`src/pkg/wfd_regs.vh`:
```
// Purpose: Register map, field positions and pattern constants of the
//          wake frame detector and its interrupt/wake outputs.
// Assumes: Included by bare name from the design files.
// Notes:   Definitions only.
`ifndef WFD_REGS_VH
`define WFD_REGS_VH

// -------------------------------------------------------------------------
// Register offsets
// -------------------------------------------------------------------------
`define WFD_REG_ISTAT   8'h7c
`define WFD_REG_IMASK   8'h7d
`define WFD_REG_PMASK0  8'h80
`define WFD_REG_PSTAT0  8'h84
`define WFD_PREG_SPAN   8'h04

// -------------------------------------------------------------------------
// Fields and reset values
// -------------------------------------------------------------------------
`define WFD_PB_ENERGY   0
`define WFD_PB_LINK     1
`define WFD_PB_FRAME    2
`define WFD_PB_W        3
`define WFD_IB_WAKE     4
`define WFD_IRQ_W       4
`define WFD_ISTAT_W     5
`define WFD_NPORT       4
`define WFD_PORT_W      2
`define WFD_ISTAT_RST   5'h00
`define WFD_IMASK_RST   5'h00
`define WFD_PMASK_RST   3'h0

// -------------------------------------------------------------------------
// Wake pattern and frame header
// -------------------------------------------------------------------------
`define WFD_SYNC_BYTE   8'hff
`define WFD_SYNC_LEN    3'h6
`define WFD_ADDR_BYTES  3'h6
`define WFD_ADDR_REPS   5'h10
`define WFD_DA_LEN      4'h6
`define WFD_SA_POS      4'h6
`define WFD_HDR_LEN     4'hc

`endif

```
`src/rtl/wfd_top.v`:
```
// Functional notes
// Sync run, then sixteen station address copies.
// Sync run is six 0xff bytes.
// Any byte position; plain byte scan. Code scans only from byte 12 on, after the header.
// Copies contiguous; other bytes restart.
// Scan only while port mask bit 2 set.
// Own and broadcast frames scanned.
// Needs good addresses and CRC.
// No pattern, no event.
// Pattern drives wake output.
// Link up is a wake event.
// Mask 0x7d bits 3..0 gate interrupt.
// Status 0x7c bits 3..0 record events.
// Status read clears returned bits.
// Mask 0x7d bit 4 gates wake output.
// Status 0x7c bit 4 flags wake, read clears.
// Host reacts to outputs, no polling.
// Management pins reach PHY sets only.
// Port status bit 0: energy.
// Port status bit 1: link up.
// Port status bit 2: wake frame.
// Outputs low while enabled status set.
// Event beats coinciding clearing read.
//
// Purpose: Wake event detection and interrupt/wake outputs of the switch.
// Assumes: link_up is on this clock;
//          energy_det is asynchronous.
// Notes:   Receive bytes pass through a two-entry buffer and are scanned
//          as they leave it.
`timescale 1ns/1ps
`include "wfd_regs.vh"

module wfd_top #(
    parameter DW = 8
) (
    input  wire                     clk,
    input  wire                     rstn,
    input  wire [47:0]              station_addr,
    input  wire                     rx_valid,
    output wire                     rx_ready,
    input  wire [DW-1:0]            rx_data,
    input  wire [`WFD_PORT_W-1:0]   rx_port,
    input  wire                     rx_sof,
    input  wire                     rx_eof,
    input  wire                     rx_crc_ok,
    output wire                     tx_valid,
    input  wire                     tx_ready,
    output wire [DW-1:0]            tx_data,
    output wire [`WFD_PORT_W-1:0]   tx_port,
    output wire                     tx_sof,
    output wire                     tx_eof,
    output wire                     tx_crc_ok,
    input  wire [`WFD_NPORT-1:0]    link_up,
    input  wire [`WFD_NPORT-1:0]    energy_det,
    input  wire                     reg_cs,
    input  wire                     reg_wr,
    input  wire [7:0]               reg_addr,
    input  wire [7:0]               reg_wdata,
    output wire [7:0]               reg_rdata,
    output wire                     int_out_n,
    output wire                     wake_out_n
);

    localparam BW = DW + `WFD_PORT_W + 3;
    localparam PW = `WFD_NPORT * `WFD_PB_W;

    // ---------------------------------------------------------------------
    // Two-entry receive buffer
    // ---------------------------------------------------------------------
    reg  [BW-1:0] d0_r;
    reg  [BW-1:0] d1_r;
    reg  [1:0]    cnt_r;
    reg  [1:0]    cnt_nxt;
    reg           out_vld_r;
    reg           in_rdy_r;
    wire          push;
    wire          pop;
    wire [BW-1:0] in_word;

    assign in_word = {rx_port, rx_sof, rx_eof, rx_crc_ok, rx_data};
    assign push    = rx_valid & in_rdy_r;
    assign pop     = out_vld_r & tx_ready;

    always @* begin
        cnt_nxt = cnt_r + {1'b0, push} - {1'b0, pop};
    end

    // A stalled receiver fills both slots; ready then drops so no byte is
    // lost, at the price of one idle cycle when the buffer reopens.
    always @(posedge clk or negedge rstn) begin
        if (!rstn) begin
            d0_r      <= {BW{1'b0}};
            d1_r      <= {BW{1'b0}};
            cnt_r     <= 2'h0;
            out_vld_r <= 1'b0;
            in_rdy_r  <= 1'b0;
        end else begin
            if (pop)
                d0_r <= d1_r;
            if (push) begin
                if (cnt_r - {1'b0, pop} == 2'h0)
                    d0_r <= in_word;
                else
                    d1_r <= in_word;
            end
            cnt_r     <= cnt_nxt;
            out_vld_r <= (cnt_nxt != 2'h0);
            in_rdy_r  <= (cnt_nxt != 2'h2);
        end
    end

    assign rx_ready  = in_rdy_r;
    assign tx_valid  = out_vld_r;
    assign tx_data   = d0_r[DW-1:0];
    assign tx_crc_ok = d0_r[DW];
    assign tx_eof    = d0_r[DW+1];
    assign tx_sof    = d0_r[DW+2];
    assign tx_port   = d0_r[BW-1:DW+3];

    // ---------------------------------------------------------------------
    // Event sources
    // ---------------------------------------------------------------------
    reg  [`WFD_NPORT-1:0] en_s1_r;
    reg  [`WFD_NPORT-1:0] en_s2_r;
    reg  [`WFD_NPORT-1:0] en_s3_r;
    reg  [`WFD_NPORT-1:0] lk_d_r;
    reg  [PW-1:0]         pmask_r;
    wire [`WFD_NPORT-1:0] hit;
    wire [PW-1:0]         ev;

    always @(posedge clk or negedge rstn) begin
        if (!rstn) begin
            en_s1_r <= {`WFD_NPORT{1'b0}};
            en_s2_r <= {`WFD_NPORT{1'b0}};
            en_s3_r <= {`WFD_NPORT{1'b0}};
            lk_d_r  <= {`WFD_NPORT{1'b0}};
        end else begin
            en_s1_r <= energy_det;
            en_s2_r <= en_s1_r;
            en_s3_r <= en_s2_r;
            lk_d_r  <= link_up;
        end
    end

    genvar g;
    generate
        for (g = 0; g < `WFD_NPORT; g = g + 1) begin : port
            wfd_scan u_scan (
                .clk     (clk),
                .rstn    (rstn),
                .en      (pmask_r[g*`WFD_PB_W+`WFD_PB_FRAME]),
                .vld     (pop & (tx_port == g)),
                .data    (tx_data[7:0]),
                .sof     (tx_sof),
                .eof     (tx_eof),
                .crc_ok  (tx_crc_ok),
                .station (station_addr),
                .hit     (hit[g])
            );
            assign ev[g*`WFD_PB_W+`WFD_PB_ENERGY] =
                en_s2_r[g] & ~en_s3_r[g] &
                pmask_r[g*`WFD_PB_W+`WFD_PB_ENERGY];
            assign ev[g*`WFD_PB_W+`WFD_PB_LINK] =            // see R10
                link_up[g] & ~lk_d_r[g] &
                pmask_r[g*`WFD_PB_W+`WFD_PB_LINK];
            assign ev[g*`WFD_PB_W+`WFD_PB_FRAME] = hit[g];
        end
    endgenerate

    // ---------------------------------------------------------------------
    // Register decode
    // ---------------------------------------------------------------------
    // Returns {hit, port index} for a per-port register bank.
    function [`WFD_PORT_W:0] preg;
        input [7:0] a;
        input [7:0] base;
        reg   [7:0] d;
        begin
            d    = a - base;
            preg = {(a >= base) && (d < `WFD_PREG_SPAN),
                    d[`WFD_PORT_W-1:0]};
        end
    endfunction

    reg  [`WFD_ISTAT_W-1:0] istat_r;
    reg  [`WFD_ISTAT_W-1:0] imask_r;
    reg  [PW-1:0]           pstat_r;
    reg  [7:0]              rdata_r;
    reg                     int_n_r;
    reg                     wake_n_r;
    reg  [7:0]              rd_val;
    reg  [`WFD_ISTAT_W-1:0] iclr;
    reg  [PW-1:0]           pclr;
    reg  [`WFD_ISTAT_W-1:0] iset;
    reg  [`WFD_ISTAT_W-1:0] istat_nxt;
    reg  [PW-1:0]           pstat_nxt;
    reg  [`WFD_PORT_W:0]    pm_dec;
    reg  [`WFD_PORT_W:0]    ps_dec;
    wire                    rd;
    wire                    wr;
    integer                 i;

    // Only the serial configuration path reaches this map.
    assign rd = reg_cs & ~reg_wr;
    assign wr = reg_cs & reg_wr;

    always @* begin
        pm_dec = preg(reg_addr, `WFD_REG_PMASK0);
        ps_dec = preg(reg_addr, `WFD_REG_PSTAT0);
        rd_val = 8'h00;
        iclr   = {`WFD_ISTAT_W{1'b0}};
        pclr   = {PW{1'b0}};
        iset   = {`WFD_ISTAT_W{1'b0}};
        if (reg_addr == `WFD_REG_ISTAT) begin
            rd_val = {3'h0, istat_r};
            if (rd)
                iclr = istat_r; // see R13
        end else if (reg_addr == `WFD_REG_IMASK) begin
            rd_val = {3'h0, imask_r};
        end
        for (i = 0; i < `WFD_NPORT; i = i + 1) begin
            if (pm_dec[`WFD_PORT_W] && pm_dec[`WFD_PORT_W-1:0] == i)
                rd_val = {5'h00, pmask_r[i*`WFD_PB_W +: `WFD_PB_W]};
            if (ps_dec[`WFD_PORT_W] && ps_dec[`WFD_PORT_W-1:0] == i) begin
                rd_val = {5'h00, pstat_r[i*`WFD_PB_W +: `WFD_PB_W]};
                if (rd)
                    pclr[i*`WFD_PB_W +: `WFD_PB_W] =
                        pstat_r[i*`WFD_PB_W +: `WFD_PB_W];
            end
            iset[i] = |ev[i*`WFD_PB_W +: `WFD_PB_W];
        end
        iset[`WFD_IB_WAKE] = |ev; // see R9
        // Set is applied after clear so a coincident event survives.
        istat_nxt = (istat_r & ~iclr) | iset;
        pstat_nxt = (pstat_r & ~pclr) | ev;
    end

    // ---------------------------------------------------------------------
    // Registers and outputs
    // ---------------------------------------------------------------------
    always @(posedge clk or negedge rstn) begin
        if (!rstn) begin
            istat_r  <= `WFD_ISTAT_RST;
            imask_r  <= `WFD_IMASK_RST;
            pstat_r  <= {PW{1'b0}};
            pmask_r  <= {`WFD_NPORT{`WFD_PMASK_RST}};
            rdata_r  <= 8'h00;
            int_n_r  <= 1'b1;
            wake_n_r <= 1'b1;
        end else begin
            istat_r <= istat_nxt;
            pstat_r <= pstat_nxt;
            if (rd)
                rdata_r <= rd_val;
            if (wr && reg_addr == `WFD_REG_IMASK)
                imask_r <= reg_wdata[`WFD_ISTAT_W-1:0];
            for (i = 0; i < `WFD_NPORT; i = i + 1) begin
                if (wr && pm_dec[`WFD_PORT_W] &&
                    pm_dec[`WFD_PORT_W-1:0] == i)
                    pmask_r[i*`WFD_PB_W +: `WFD_PB_W] <=
                        reg_wdata[`WFD_PB_W-1:0];
            end
            // Levels, not pulses: they stay low until the host reads the
            // status, so a missed edge on the host side loses nothing.
            int_n_r  <= ~|(istat_r[`WFD_IRQ_W-1:0] &
                           imask_r[`WFD_IRQ_W-1:0]); // see R11
            wake_n_r <= ~(istat_r[`WFD_IB_WAKE] &
                          imask_r[`WFD_IB_WAKE]);    // see R14
        end
    end

    assign reg_rdata  = rdata_r;
    assign int_out_n  = int_n_r;
    assign wake_out_n = wake_n_r;

endmodule

```
`src/rtl/wfd_scan.v`:
```
// Purpose: Byte scanner that flags one port's wake frame at frame end.
// Assumes: Bytes arrive one per valid cycle, sof on the first byte, eof
//          and crc_ok on the last.
// Notes:   Destination bytes and the source group bit are checked; header bytes are never searched for the pattern.
`timescale 1ns/1ps
`include "wfd_regs.vh"

module wfd_scan (
    input  wire        clk,
    input  wire        rstn,
    input  wire        en,
    input  wire        vld,
    input  wire [7:0]  data,
    input  wire        sof,
    input  wire        eof,
    input  wire        crc_ok,
    input  wire [47:0] station,
    output wire        hit
);

    reg  [3:0] hdr_r;
    reg        dan_r;
    reg        dab_r;
    reg        sao_r;
    reg  [2:0] syn_r;
    reg  [2:0] bs_r;
    reg  [4:0] rp_r;
    reg        fnd_r;
    reg        hit_r;
    reg  [3:0] pos;
    reg        dan;
    reg        dab;
    reg        sao;
    reg  [2:0] syn;
    reg  [2:0] bs;
    reg  [4:0] rp;
    reg        fnd;
    reg  [3:0] hdr_nxt;
    reg        hit_nxt;
    wire       first;

    function [7:0] stn_byte;
        input [47:0] a;
        input [2:0]  sel;
        begin
            case (sel)
                3'h0:    stn_byte = a[47:40];
                3'h1:    stn_byte = a[39:32];
                3'h2:    stn_byte = a[31:24];
                3'h3:    stn_byte = a[23:16];
                3'h4:    stn_byte = a[15:8];
                default: stn_byte = a[7:0];
            endcase
        end
    endfunction

    // A disabled scanner is held in its frame start state.
    assign first = (vld & sof) | ~en;
    assign hit   = hit_r;

    // ---------------------------------------------------------------------
    // Pattern search
    // ---------------------------------------------------------------------
    always @* begin
        pos     = first ? 4'h0 : hdr_r;
        dan     = first ? 1'b1 : dan_r;
        dab     = first ? 1'b1 : dab_r;
        sao     = first ? 1'b0 : sao_r;
        syn     = first ? 3'h0 : syn_r;
        bs      = first ? 3'h0 : bs_r;
        rp      = first ? 5'h00 : rp_r;
        fnd     = first ? 1'b0 : fnd_r;
        hdr_nxt = hdr_r;
        hit_nxt = 1'b0;
        if (!en) begin
            hdr_nxt = 4'h0;
        end else if (vld) begin
            hdr_nxt = (pos < `WFD_HDR_LEN) ? pos + 4'h1 : pos;
            if (pos < `WFD_DA_LEN) begin
                dan = dan & (data == stn_byte(station, pos[2:0]));
                dab = dab & (data == `WFD_SYNC_BYTE);
            end
            if (pos == `WFD_SA_POS)
                sao = ~data[0];
            if (pos >= `WFD_HDR_LEN && !fnd) begin
                if (syn == `WFD_SYNC_LEN) begin
                    if (data == stn_byte(station, bs)) begin
                        if (bs == `WFD_ADDR_BYTES - 3'h1) begin
                            bs = 3'h0;
                            if (rp == `WFD_ADDR_REPS - 5'h01)
                                fnd = 1'b1;
                            rp = rp + 5'h01;
                        end else begin
                            bs = bs + 3'h1;
                        end
                    end else if (bs == 3'h0 && rp == 5'h00 &&
                                 data == `WFD_SYNC_BYTE) begin
                        syn = `WFD_SYNC_LEN;
                    end else begin
                        bs  = 3'h0;
                        rp  = 5'h00;
                        syn = (data == `WFD_SYNC_BYTE) ? 3'h1 : 3'h0;
                    end
                end else begin
                    syn = (data == `WFD_SYNC_BYTE) ? syn + 3'h1 : 3'h0;
                end
            end
            if (eof) begin // see R7
                hit_nxt = crc_ok & (dan | dab) & sao & fnd;
                hdr_nxt = 4'h0;
                fnd     = 1'b0;
                syn     = 3'h0;
                bs      = 3'h0;
                rp      = 5'h00;
            end
        end
    end

    always @(posedge clk or negedge rstn) begin
        if (!rstn) begin
            hdr_r <= 4'h0;
            dan_r <= 1'b1;
            dab_r <= 1'b1;
            sao_r <= 1'b0;
            syn_r <= 3'h0;
            bs_r  <= 3'h0;
            rp_r  <= 5'h00;
            fnd_r <= 1'b0;
            hit_r <= 1'b0;
        end else begin
            hdr_r <= hdr_nxt;
            dan_r <= dan;
            dab_r <= dab;
            sao_r <= sao;
            syn_r <= syn;
            bs_r  <= bs;
            rp_r  <= rp;
            fnd_r <= fnd;
            hit_r <= hit_nxt;
        end
    end

endmodule

```
`config.mk`:
```
export PLATFORM = sky130hd
export DESIGN_NAME = wfd_top
export DESIGN_NICKNAME = d
export VERILOG_FILES = /design/src/rtl/wfd_top.v /design/src/rtl/wfd_scan.v
export VERILOG_INCLUDE_DIRS = /design/src /design/src/pkg
export SDC_FILE = /design/constraint.sdc
export NUM_CORES = 1
export LEC_CHECK = 0
export BUFFER_PORTS_ARGS = -buffer_cell sky130_fd_sc_hd__buf_4
export CAP_MARGIN = 20
export CORE_UTILIZATION = 40
export DETAILED_ROUTE_END_ITERATION = 6
export PLACE_DENSITY_LB_ADDON = 0.05
export SLEW_MARGIN = 20
export SYNTH_ARGS = -nofsm -noshare
export SYNTH_HDL_FRONTEND = slang
export SYNTH_SLANG_ARGS = --single-unit
```
`constraint.sdc`:
```
create_clock -name clk -period 6.4 [get_ports clk]
set_clock_uncertainty 0.05 [all_clocks]
set_input_delay 0.32 -clock clk [delete_from_list [all_inputs] [get_ports clk]]
set_output_delay 0.32 -clock clk [all_outputs]
set_load 0.02 [all_outputs]
```
# Word-level counts from Yosys, hierarchy flattened

Cells that the tools add are included.

Bits in registers: 170
Input bits: 91
Output and inout port bits: 25

Add/subtract/negate cells: 21
Magnitude comparators: 16
Equality and inequality tests: 73
Multiplexer cells: 316
Bitwise operators: 80
Reduce and logical (&&, ||, !) cells: 57

Operators with widths:

| kind                  | count |
|---|---|
| $pmux W8 S5           | 8 |
| $mux W8               | 36 |
| $mux W3               | 80 |
| $mux W5               | 40 |
| $mux W1               | 129 |
| $mux W4               | 20 |
| $eq A8 B8 Y1          | 8 |
| $and A1 B1 Y1         | 49 |
| $eq A3 B2 Y1 const B  | 16 |
| $eq A3 B3 Y1 const B  | 16 |
| $mux W13              | 3 |
| $logic_and A1 B1 Y1   | 28 |
| $add A3 B1 Y3 const B | 8 |
| $eq A3 B1 Y1 const B  | 8 |
| $logic_not A3 Y1      | 8 |
| $add A5 B1 Y5 const B | 4 |
| $eq A5 B4 Y1 const B  | 4 |
| $logic_not A5 Y1      | 4 |
| $add A4 B1 Y4 const B | 4 |
| $eq A4 B3 Y1 const B  | 4 |
| $eq A8 B7 Y1 const B  | 2 |
| $ge A4 B4 Y1 const B  | 4 |
| $ge A8 B8 Y1 const B  | 2 |
| $lt A4 B3 Y1 const B  | 4 |
| other kinds (26)      | 74 |

# Depth between registers and ports, before layout

Gate-level depths: netlist (run 1).

Depth in word-level cells: 22
Mapped depth: 20
Depth with buffers taken out: 13

# Hierarchy

Synthesis (run 1) repeated with hierarchy kept, for this count alone.

Cell total of the unflattened synthesis: 1,644
Area, all modules: 13,650.6 um^2

By module, submodules not included:

| module                         | times used | cells each | area an instance (um^2) | seq. area each (um^2) |
|---|---|---|---|---|
| wfd_scan at port[0].u_scan ... | 2          | 342        | 2,539.9                 | 503.0 |
| wfd_top                        | 1          | 315        | 3,789.9                 | 2,179.6 |
| wfd_scan at port[3].u_scan     | 1          | 328        | 2,404.8                 | 503.0 |
| wfd_scan at port[2].u_scan     | 1          | 317        | 2,376.0                 | 503.0 |

# Worst setup path after synthesis (run 1)

OpenSTA, ideal clock, no wires.

Path type: register to register
Start point: register d0_r[11]
End point: register port[1].u_scan.hit_r
Setup time: 94 ps
Arrival time: 4,783 ps
Data required time: 6,256 ps
Path slack: 1,473 ps
Cell stages (with the launch flop): 20
Path buffers: 6
Cell sequence: dfrtp_1 -> and3_1 -> clkbuf_1 -> a21boi_1 -> buf_2 -> buf_1 -> clkbuf_1 -> and3_1 -> ha_1 -> buf_1 -> inv_1 -> and2_4 -> buf_6 -> a221o_1 -> a222oi_1 -> mux2i_1 -> nor4_4 -> nand2_4 -> or4_4 -> a221oi_2

Longest elaborated chain between the ends: 22
Elaborated cells between the ends (all ways): 66

Ends and longest elaborated chain:

| what                                 | RTL line       | RTL |
|---|---|---|
| from (decl)                          | wfd_top.v:70   | `reg [BW-1:0] d0_r;` |
| from (signal assigned)               | wfd_top.v:92   | `d0_r <= {BW{1'b0}};` |
| from (signal assigned)               | wfd_top.v:99   | `d0_r <= d1_r;` |
| from (signal assigned)               | wfd_top.v:102  | `d0_r <= in_word;` |
| $eq A2 B1 Y1 (*)                     | wfd_top.v:152  | `.vld (pop & (tx_port == g)),` |
| $and A1 B1 Y1 (*)                    | wfd_top.v:152  |  |
| $and A1 B1 Y1                        | wfd_scan.v:58  | `assign first = (vld & sof) \| ~en;` |
| $or A1 B1 Y1                         | wfd_scan.v:58  |  |
| $mux W4                              | wfd_scan.v:65  | `pos = first ? 4'h0 : hdr_r;` |
| $eq A3 B3 Y1 (tied with other cells) | wfd_scan.v:46  | `case (sel)` |
| $pmux W8 S5                          | wfd_scan.v:46  |  |
| $mux W8                              | wfd_scan.v:79  | `` if (pos < `WFD_DA_LEN) begin `` |
| (+5 left out)                        | -              |  |
| $mux W1                              | wfd_scan.v:77  | `end else if (vld) begin` |
| $mux W1                              | wfd_scan.v:75  | `if (!en) begin` |
| $or A1 B1 Y1                         | wfd_scan.v:109 | `hit_nxt = crc_ok & (dan \| dab) & sao & fnd;` |
| $and A1 B1 Y1 (3 in a row)           | wfd_scan.v:109 |  |
| $mux W1                              | wfd_scan.v:108 | `if (eof) begin` |
| $mux W1 (*)                          | wfd_scan.v:77  |  |
| $mux W1 (*)                          | wfd_scan.v:75  |  |
| via port[1].u_scan.hit_nxt           | wfd_scan.v:39  | `reg hit_nxt;` |
| to (signal assigned)                 | wfd_scan.v:139 | `hit_r <= hit_nxt;` |
| to (decl)                            | wfd_scan.v:29  | `reg hit_r;` |

Mark *: on every way through the listed nets, which the timed path passes. The rest lies on a longest branch. The select of a mux whose other input is x is not followed.
A chain may end at the register's enable or synchronous reset.

# Worst setup path after layout (run 1)

Start point: register d0_r[12]
End point: register port[0].u_scan.hit_r

Longest elaborated chain between the ends: 22
Elaborated cells between the ends (all ways): 66

Ends and longest elaborated chain:

| what                                 | RTL line |
|---|---|
| $logic_not A2 Y1 (*)                 | wfd_top.v:152 |
| $and A1 B1 Y1 (*)                    | wfd_top.v:152 |
| $and A1 B1 Y1                        | wfd_scan.v:58 |
| $or A1 B1 Y1                         | wfd_scan.v:58 |
| $mux W4                              | wfd_scan.v:65 |
| $eq A3 B3 Y1 (tied with other cells) | wfd_scan.v:46 |
| $pmux W8 S5                          | wfd_scan.v:46 |
| $mux W8                              | wfd_scan.v:79 |
| (+5 left out)                        | - |
| $mux W1                              | wfd_scan.v:77 |
| $mux W1                              | wfd_scan.v:75 |
| $or A1 B1 Y1                         | wfd_scan.v:109 |
| $and A1 B1 Y1 (3 in a row)           | wfd_scan.v:109 |
| $mux W1                              | wfd_scan.v:108 |
| $mux W1 (*)                          | wfd_scan.v:77 |
| $mux W1 (*)                          | wfd_scan.v:75 |
| via port[0].u_scan.hit_nxt           | wfd_scan.v:39 |
| to (signal assigned)                 | wfd_scan.v:139 |
| to (decl)                            | wfd_scan.v:29 |

Marks and branches as above.

==> results.py, run 1 <==
metrics = {
    "yosys": {
        "synth_warnings": 0,
        "async_flop_share_pct": 100,
        "synth_common_cells": "nand2_1 (192), dfrtp_1 (157), nor2_1 (129), clkbuf_1 (118), o21ai_0 (105)",
        "synth.ff_latch_count": 167,
        "synth_area_um2": 13800,
        "ys_top_cells_by_area": "dfrtp_1 (28%), nand2_1 (5.2%), o21ai_0 (3.8%)",
        "ys.flop_type": "dfrtp_1",
        "yosysMostFrequentCell": "nand2_1",
        "syn_inst": 1726,
        "seq_area_frac_synth_pct": 30.4,
        "synth_edf_count": 0,
        "avgSynthCellArea_um2": 8.00,
        "synthDistinctLibCells": 91,
        "netlist.area_leader.share_pct": 28.5,
        "synth_top_cell_by_area": "dfrtp_1",
    },
    "min_path": {
        "holdCritPathClass": "in -> reg",
        "hold_depth": 3,
    },
    "sta": {
        "slew_violations": 0,
        "min_period_over_period_pct": 78.4,
        "hold_violations": 0,
        "setup_tns_ns": 0,
        "slew-limit-headroom_pct": 30.5,
        "fin_crit_ns": 5.02,
        "tightest_slew_ns": 1.04,
        "finalSetupViolCount": 0,
        "hold-worst-slack_ns": 0.0189,
        "fmax_mhz": 199,
        "rsz0062_at_grt": "false",
    },
    "placed_design": {
        "dp_hpwl_um": 37300,
        "globalplace.congestion": 0.923,
        "place_area_um2": 14700,
        "port_buffers": 109,
    },
    "global_routing": {
        "antenna_found_initial": 0,
        "grt_first_pass_wirelength_um": 83500,
        "grt_overflow_total": 0,
        "grt_max_degree": 58,
        "gr-usage-all-layers_pct": 30.9,
        "grt_pass1_vias": 13700,
    },
    "clocking": {
        "cts_hold_repair.buffers": 9,
        "cts_tree": "done",
        "cts_sinks": 167,
        "clkLatencyLatePin_ns": 0.46,
        "cts-htree-levels": 4,
        "cts_buffers": 17,
        "cts_resized": 0,
        "path_clk_slew_ns": 0.07,
        "post_cts_buffers": 0,
        "cts_root_buf": "clkbuf_16",
        "ctsLongestPathBuffers": 2,
    },
    "die": {
        "initial_core_util_pct": 41.0,
        "row_count": 67,
        "die_w_um": 188,
        "num_io_pins": 116,
        "coreArea_um2": 33700,
        "die_area_um2": 35300,
        "die_h_um": 188,
    },
    "route": {
        "vias": 14200,
        "drt_first_pass_iters": 6,
        "drt_iter0_drc": 1538,
        "routed_via_density": 6.51,
        "wl_um": 54500,
        "drc_errors": 0,
        "ant_nets": 0,
        "wl_per_cell_um": 24.9,
    },
    "cells_and_area": {
        "drive_gt1_share_pct": 14.5,
        "area_delta_synth_final_pct": 11.7,
        "diodes": 0,
        "fin_area_um2": 15400,
        "ff_latch_area_um2": 4190,
        "multi_input_area_um2": 8790,
        "final_nets": 1847,
        "n_fill_cell": 3423,
    },
    "outcome": {
        "status": "complete, no violations",
    },
    "critical_path": {
        "rr_worst_depth": 13,
        "worstPathMaxFanout": 16,
        "path_class": "reg -> reg",
        "arrival_ns": 5.33,
        "required_ns": 6.71,
        "end_kind": "flip-flop",
        "crit_path_start_kind": "flip-flop",
    },
    "job": {
        "maxCapViolCount": 0,
    },
    "power_and_ir_drop": {
        "p_leak_nw": 6.48,
        "power_mw": 4.30,
        "vdd_drop_max_uv": 221,
        "powerDensity_nw_per_um2": 279,
    },
}
## placed cells by master, fill, tap and decap left out, drive strengths merged, types with 18 or more instances in the layout
master / n
nand4: 32
and2: 24
nand2: 193
a22o: 25
mux2: 37
o21ai: 107
nor2: 129
or3: 18
o31ai: 26
xnor2: 24
buf: 132
nor3: 27
inv: 57
o22ai: 24
a211oi: 18
o21a: 18
o211ai: 20
a21oi: 87
nand2b: 18
nand3b: 28
a21o: 22
and3: 27
dfrtp: 157
a221oi: 23
nand3: 57
a22oi: 33
a31oi: 32
ha: 30
mux2i: 31
## flip-flops by register name (all words and copies together) (netlist names), 5 cells and up
name / count
port.u_scan.rp_r: 20
d1_r: 13
reg_rdata: 5
istat_r: 5
pmask_r: 12
port.u_scan.hdr_r: 16
port.u_scan.syn_r: 12
pstat_r: 12
port.u_scan.bs_r: 12
imask_r: 5
d0_r: 13
## final cells by class
type,count,area share [%]
multi-input combinational,1348,57.1
inverter,51,1.24
timing repair buffer,141,7.04
clock buffer,17,2.76
clock inverter,15,1.06
tap,448,3.64
sequential,167,27.2
## logic make-up after synthesis
group,Yosys count,share of synthesized area (%)
AOI/OAI and AO/OA,582,30.0
xor gates and xnor gates,28,1.78
adders and majority gates,38,3.32
buffers and inverters,213,6.05
DFF,167,30.4
muxes,68,5.27
other,1,0.0272
and+or+nand+nor,629,23.2
## per-stage QoR
step	utilization, %	std cells	setup slack [ns]
global placement	43.7	2146	1.45
detailed placement	43.7	2146	1.42
floorplan	-	1728	1.47
global route	45.7	2187	0.910
CTS	45.7	2187	1.43
finish	45.7	2187	1.38
## layer usage
metal | vias up | global-route usage, % | share of wire (%)
met5 | - | 0 | 0
met4 | 0 | 16.6 | 5.3
met3 | 182 | 5.58 | 7.2
met2 | 619 | 48.4 | 45
met1 | 6941 | 40.3 | 42
li1 | 6488 | - | -
## critical path, cell delays in order (launching register included)
cell and delay [ns]:
dfrtp_1 0.67, and4bb_2 0.40, a21oi_1 0.53, and3_1 0.23
ha_1 0.42, inv_1 0.11, and2_1 0.20, a311o_1 0.33
a222oi_1 0.32, mux2_2 0.21, o2111a_1 0.38, nand2_1 0.35
or3_1 0.45, a221oi_1 0.26
## worst paths after layout
path / startpoint / end / slack (ns)
max: d0_r[12]$_DFF_PN0_ / port[0].u_scan.hit$_DFF_PN0_ / 1.38
min: rx_data[6] / d0_r[6]$_DFF_PN0_ / 0.02
max reg2reg: d0_r[12]$_DFF_PN0_ / port[0].u_scan.hit$_DFF_PN0_ / 1.38
min reg2reg: en_s1_r[2]$_DFF_PN0_ / en_s2_r[2]$_DFF_PN0_ / 0.31
max in group asynchronous: rstn / port[2].u_scan.syn_r[1]$_DFF_PN0_ / 4.80
min in group asynchronous: rstn / pmask_r[9]$_DFFE_PN0P_ / 0.33
## power by group
part / leakage [nW] / internal, mW / total [mW] / switching, mW
Clock: 0.281 / 0.553 / 1.05 / 0.501
Combinational: 4.06 / 0.723 / 1.86 / 1.14
Sequential: 2.14 / 1.21 / 1.39 / 0.179
Total: 6.48 / 2.49 / 4.30 / 1.82
Note: power is estimated with default switching activity, not from simulation.
==> inputs of run 2 (changes only) <==
==> constraint.sdc (replaced) <==
create_clock -name clk -period 5.3 [get_ports clk]
set_clock_uncertainty 0.05 [all_clocks]
set_input_delay 0.265 -clock clk [delete_from_list [all_inputs] [get_ports clk]]
set_output_delay 0.265 -clock clk [all_outputs]
set_load 0.02 [all_outputs]
==> run 2 against run 1 <==
Against the previous run:
- via count up 1.7%
- clock power grew 21%
- setup slack worse by 0.75 ns
- critical endpoint unchanged
- largest cell class unchanged
- highest routed layer is now met5
==> results.py, run 2 (synthesis gave the netlist of run 1 again) <==
metrics = {
    "route": {
        "drc_errors": 0,
        "wl_um": 55200,
        "vias": 14500,
        "drt_first_pass_iters": 7,
        "routed_via_density": 6.54,
        "drt_iter0_drc": 1512,
        "ant_nets": 0,
        "wl_per_cell_um": 24.9,
    },
    "cells_and_area": {
        "final_core_util_pct": 46.5,
        "drive_gt1_share_pct": 15.0,
        "layout_common_cells": "nand2_1 (192), dfrtp_1 (157), buf_4 (141), nor2_1 (129), o21ai_0 (105)",
        "final_common_cell": "nand2_1",
        "finalNonFillerCells": 2214,
        "n_fill_cell": 3398,
        "largest_reg_flops": 20,
        "largestRegisters": "port.u_scan.rp_r: 20 flops, port.u_scan.hdr_r: 16 flops",
        "top_register": "port.u_scan.rp_r",
        "area_delta_synth_final_pct": 13.5,
        "final_nets": 1873,
    },
    "die": {
        "die_area_um2": 35300,
        "die_h_um": 188,
        "row_count": 67,
        "initial_core_util_pct": 41.0,
        "coreArea_um2": 33700,
        "num_io_pins": 116,
        "die_w_um": 188,
    },
    "global_routing": {
        "grt_pass1_vias": 13700,
        "grt_overflow_total": 0,
        "gr-usage-all-layers_pct": 31.3,
        "grt_first_pass_wirelength_um": 84000,
        "grt_max_degree": 75,
        "antenna_found_initial": 3,
    },
    "critical_path": {
        "path_delay_family": "compound AO/OA/AOI/OAI gates",
        "path_cells": "and4bb_2 > a21oi_1 > buf_12 > and3_1 > ha_1 > inv_1 > and2_1 > a311o_1 > a222oi_1 > mux2_2 > o2111a_1 > nand2_1 > or3_1 > a221oi_1",
        "crit_path_start_kind": "flip-flop",
        "critical_path.startpoint": "d0_r[11]$_DFF_PN0_",
        "critPathSlowestCell": "or3_1",
        "worstPathMaxFanout": 24,
        "required_ns": 5.61,
        "path_class": "reg -> reg",
        "reg2reg_from": "d0_r[11]$_DFF_PN0_",
        "max_stage_delay_ns": 0.48,
        "path_buf_inv": 2,
        "arrival_ns": 4.98,
        "end_kind": "flip-flop",
    },
    "power_and_ir_drop": {
        "powerDensity_nw_per_um2": 337,
        "vdd_drop_max_uv": 253,
        "power_mw": 5.27,
        "p_leak_nw": 6.58,
    },
    "min_path": {
        "hold_start": "reg_wdata[2]",
        "holdCritPathClass": "in -> reg",
    },
    "sta": {
        "slew-limit-headroom_pct": 28.4,
        "finalSetupViolCount": 0,
        "setup_tns_ns": 0,
        "fin_crit_ns": 4.67,
        "setup_slack_ns": 0.629,
        "slew_violations": 0,
        "min_period_over_period_pct": 88.1,
        "fmax_mhz": 214,
        "tightest_slew_ns": 1.07,
        "rsz0062_at_grt": "false",
        "hold_violations": 0,
    },
    "clocking": {
        "ctsLongestPathBuffers": 2,
        "clkLatencyLatePin_ns": 0.46,
        "cts-htree-levels": 4,
        "post_cts_buffers": 0,
        "cts_root_buf": "clkbuf_16",
        "cts_sinks": 167,
        "path_clk_slew_ns": 0.06,
        "cts_buffers": 17,
        "cts_tree": "done",
    },
    "job": {
        "maxCapViolCount": 0,
    },
    "outcome": {
        "status": "complete, no violations",
    },
    "placed_design": {
        "dp.cells": 2157,
        "globalplace.congestion": 0.926,
        "pre_cts_ws_ns": 0.683,
        "dp_hpwl_um": 37800,
        "port_buffers": 109,
    },
}
==> run 2: what timing repair did <==
action | 4_1_cts | 5_1_grt
hold endpoints to repair | 108 | 0
resized for setup | 0 | 0
hold buffers | 24 | 0
==> run 2: area by class of cell <==
cell class / count / area (µm²) / area share (%)
multi-input combinational: 1348 / 8790 / 56.1
inverter: 51 / 191 / 1.22
clock buffer: 17 / 425 / 2.72
clock inverter: 15 / 168 / 1.07
timing repair buffer: 167 / 1330 / 8.49
sequential: 167 / 4190 / 26.8
antenna: 1 / 2.50 / 0.0160
tap: 448 / 561 / 3.58
==> run 2: stage by stage <==
step	cell area, µm²	hold WS [ns]
after global routing	15700	0.0500
after global placement	14800	0.288
final	15700	0.0454
after floorplan	13800	-0.0806
after CTS	15700	0.0386
after detailed placement	14800	0.286
==> run 2: final timing paths <==
kind	to	slack (ns)	depth (start not counted)
hold reg to reg	en_s2_r[0]$_DFF_PN0_	0.31	0
min in group asynchronous	en_s2_r[3]$_DFF_PN0_	0.34	2
setup / recovery	port[0].u_scan.hit$_DFF_PN0_	0.63	14
max in group asynchronous	port[2].u_scan.hdr_r[3]$_DFFE_PN0P_	3.70	3
setup reg to reg	port[0].u_scan.hit$_DFF_PN0_	0.63	14
hold / removal	pmask_r[2]$_DFFE_PN0P_	0.05	3
==> run 2: worst reg2reg max path: cells and delay by family, from the launching register on <==
kind / cells / cell delay (ns)
multiplexers: 1 / 0.21
AND/OR/NAND/NOR: 5 / 1.56
buffers and inverters: 2 / 0.30
AO/OA/AOI/OAI: 5 / 1.58
adder cells (fa/ha/maj): 1 / 0.41
flip-flops: 1 / 0.45
==> run 2: report_power, final <==
group	switching (mW)	internal, mW
Sequential	0.196	1.46
Clock	0.572	0.701
Combinational	1.43	0.911
Total	2.20	3.07
==> run 2: per-layer routing <==
metal | vias up | share of wire [%] | wire (µm) | GRT usage (%)
li1 | 6566 | - | - | -
met1 | 7002 | 42 | 22900 | 40.4
met2 | 683 | 45 | 24700 | 48.6
met3 | 222 | 7.6 | 4210 | 5.63
met4 | 2 | 6.1 | 3350 | 18.8
met5 | - | 0.022 | 12 | 0
==> inputs of run 3 (changes only) <==
--- a/config.mk
+++ b/config.mk
@@ -8,6 +8,7 @@
 export LEC_CHECK = 0
 export BUFFER_PORTS_ARGS = -buffer_cell sky130_fd_sc_hd__buf_4
 export CAP_MARGIN = 20
+export CORE_MARGIN = 4
 export CORE_UTILIZATION = 40
 export DETAILED_ROUTE_END_ITERATION = 6
 export PLACE_DENSITY_LB_ADDON = 0.05
==> run 3 against run 2 <==
Against the previous run:
- register-to-register slack worse by 0.05 ns
- critical path depth up 1
- sequential share of layout area about the same
- final cell count about the same
- sequential power about the same
- die area up 6.5%
- count of clock-buffer cells in the layout up 2
- wire length down 0.82%
- combinational power about the same
- critical endpoint is now port[2].u_scan.hit$_DFF_PN0_
- largest power group unchanged
==> results.py, run 3 (synthesis gave the netlist of run 1 again) <==
metrics = {
    "cells_and_area": {
        "final_common_cell": "nand2_1",
        "drive_gt1_share_pct": 15.0,
        "largestRegisters": "port.u_scan.rp_r: 20 flops, port.u_scan.hdr_r: 16 flops",
        "finalNonFillerCells": 2215,
        "largest_reg_flops": 20,
        "layout_common_cells": "nand2_1 (192), dfrtp_1 (157), buf_4 (142), nor2_1 (128), o21ai_0 (105)",
        "area_delta_synth_final_pct": 13.7,
        "final_nets": 1873,
        "top_register": "port.u_scan.rp_r",
    },
    "clocking": {
        "path_clk_slew_ns": 0.07,
        "post_cts_buffers": 0,
        "cts_root_buf": "clkbuf_16",
        "cts_sinks": 167,
        "cts_tree": "done",
        "ctsLongestPathBuffers": 2,
        "cts-htree-levels": 4,
        "cts_buffers": 17,
        "clkLatencyLatePin_ns": 0.45,
    },
    "critical_path": {
        "max_stage_delay_ns": 0.65,
        "arrival_ns": 5.01,
        "crit_path_start_kind": "flip-flop",
        "rr_worst_depth": 15,
        "path_class": "reg -> reg",
        "required_ns": 5.59,
        "end_kind": "flip-flop",
        "path_cells": "nand3b_1 > o21a_1 > buf_4 > and3_1 > ha_1 > inv_1 > nor2_1 > o21ai_0 > a222oi_1 > nor2_1 > a211o_1 > nor4_1 > buf_4 > o31ai_1 > a221oi_1",
        "critical_path.startpoint": "d0_r[11]$_DFF_PN0_",
        "worstPathMaxFanout": 18,
        "critPathSlowestCell": "o21a_1",
        "reg2reg_from": "d0_r[11]$_DFF_PN0_",
    },
    "sta": {
        "finalSetupViolCount": 0,
        "fmax_mhz": 212,
        "setup_tns_ns": 0,
        "setup_slack_ns": 0.576,
        "tightest_slew_ns": 1.15,
        "min_period_over_period_pct": 89.1,
        "slew-limit-headroom_pct": 23.1,
        "slew_violations": 0,
        "hold_violations": 0,
        "fin_crit_ns": 4.72,
        "rsz0062_at_grt": "false",
    },
    "die": {
        "row_count": 67,
        "die_h_um": 194,
        "initial_core_util_pct": 40.9,
        "num_io_pins": 116,
        "die_area_um2": 37500,
        "die_w_um": 194,
        "coreArea_um2": 33800,
    },
    "power_and_ir_drop": {
        "vdd_drop_max_uv": 259,
        "p_leak_nw": 6.61,
        "powerDensity_nw_per_um2": 341,
        "power_mw": 5.36,
    },
    "global_routing": {
        "grt_max_degree": 85,
        "grt_overflow_total": 0,
        "gr-usage-all-layers_pct": 28.2,
        "grt_first_pass_wirelength_um": 83500,
        "grt_pass1_vias": 13600,
        "antenna_found_initial": 0,
    },
    "route": {
        "drt_iter0_drc": 1559,
        "routed_via_density": 6.48,
        "ant_nets": 0,
        "wl_per_cell_um": 24.7,
        "vias": 14400,
        "drt_first_pass_iters": 6,
        "drc_errors": 0,
        "wl_um": 54800,
    },
    "placed_design": {
        "dp_hpwl_um": 37300,
        "globalplace.congestion": 0.965,
        "pre_cts_ws_ns": 0.716,
        "dp.cells": 2157,
        "port_buffers": 109,
    },
    "job": {
        "maxCapViolCount": 0,
    },
    "outcome": {
        "status": "complete, no violations",
    },
    "min_path": {
        "hold_depth": 3,
        "holdCritPathClass": "in -> reg",
        "hold_start": "reg_wdata[2]",
    },
}
## run 3: per-stage QoR
stage | hold WS (ns) | util, % | cell area, µm²
2_1_floorplan | -0.0806 | - | 13800
3_3_place_gp | 0.287 | 43.9 | 14800
3_5_place_dp | 0.289 | 43.9 | 14800
4_1_cts | 0.0148 | 46.4 | 15700
5_1_grt | 0.0410 | 46.4 | 15700
6_report | 0.0397 | 46.4 | 15700
## run 3: path summary, 6_finish.rpt
kind	endpoint	slack, ns
min	pmask_r[2]$_DFFE_PN0P_	0.04
max	port[2].u_scan.hit$_DFF_PN0_	0.58
max in group asynchronous	port[0].u_scan.bs_r[1]$_DFF_PN0_	3.74
max reg2reg	port[2].u_scan.hit$_DFF_PN0_	0.58
min in group asynchronous	port[3].u_scan.rp_r[2]$_DFF_PN0_	0.36
min reg2reg	en_s2_r[3]$_DFF_PN0_	0.30
## run 3: critical path, delay by kind of cell (launching register included)
kind                       cells  cell delay [ns]
DFF                            1             0.46
and+or+nand+nor                5             1.22
buffers and inverters          3             0.55
adders and majority gates      1             0.35
AOI/OAI and AO/OA              6             1.98
## run 3: power breakdown
group	leakage (nW)	switching, mW	total [mW]	internal (mW)
combinational	4.17	1.43	2.33	0.899
clock	0.298	0.590	1.36	0.769
sequential	2.14	0.210	1.67	1.46
total	6.61	2.23	5.36	3.13
## run 3: cell type report
cell class | instances | area, µm²
Tap cell | 448 | 561
Sequential cell | 167 | 4190
Fill cell | 3360 | 18100
Timing Repair Buffer | 167 | 1320
Multi-Input combinational cell | 1348 | 8800
Antenna cell | 2 | 5.00
Clock buffer | 19 | 443
Clock inverter | 13 | 178
Inverter | 51 | 191
## run 3: what timing repair did
action / in CTS / in global routing
gates resized for setup: 0 / 0
hold endpoints to repair: 111 / 0
hold buffers: 24 / 0
endpoints found under the setup margin: 0 / 0
## run 3: metal layers
metal	wire, µm	up-vias	GRT usage, %
met1	23400	6899	38.1
met4	2790	0	12.9
li1	-	6571	-
met5	0	-	0
met2	23500	717	42.2
met3	5110	174	7.54
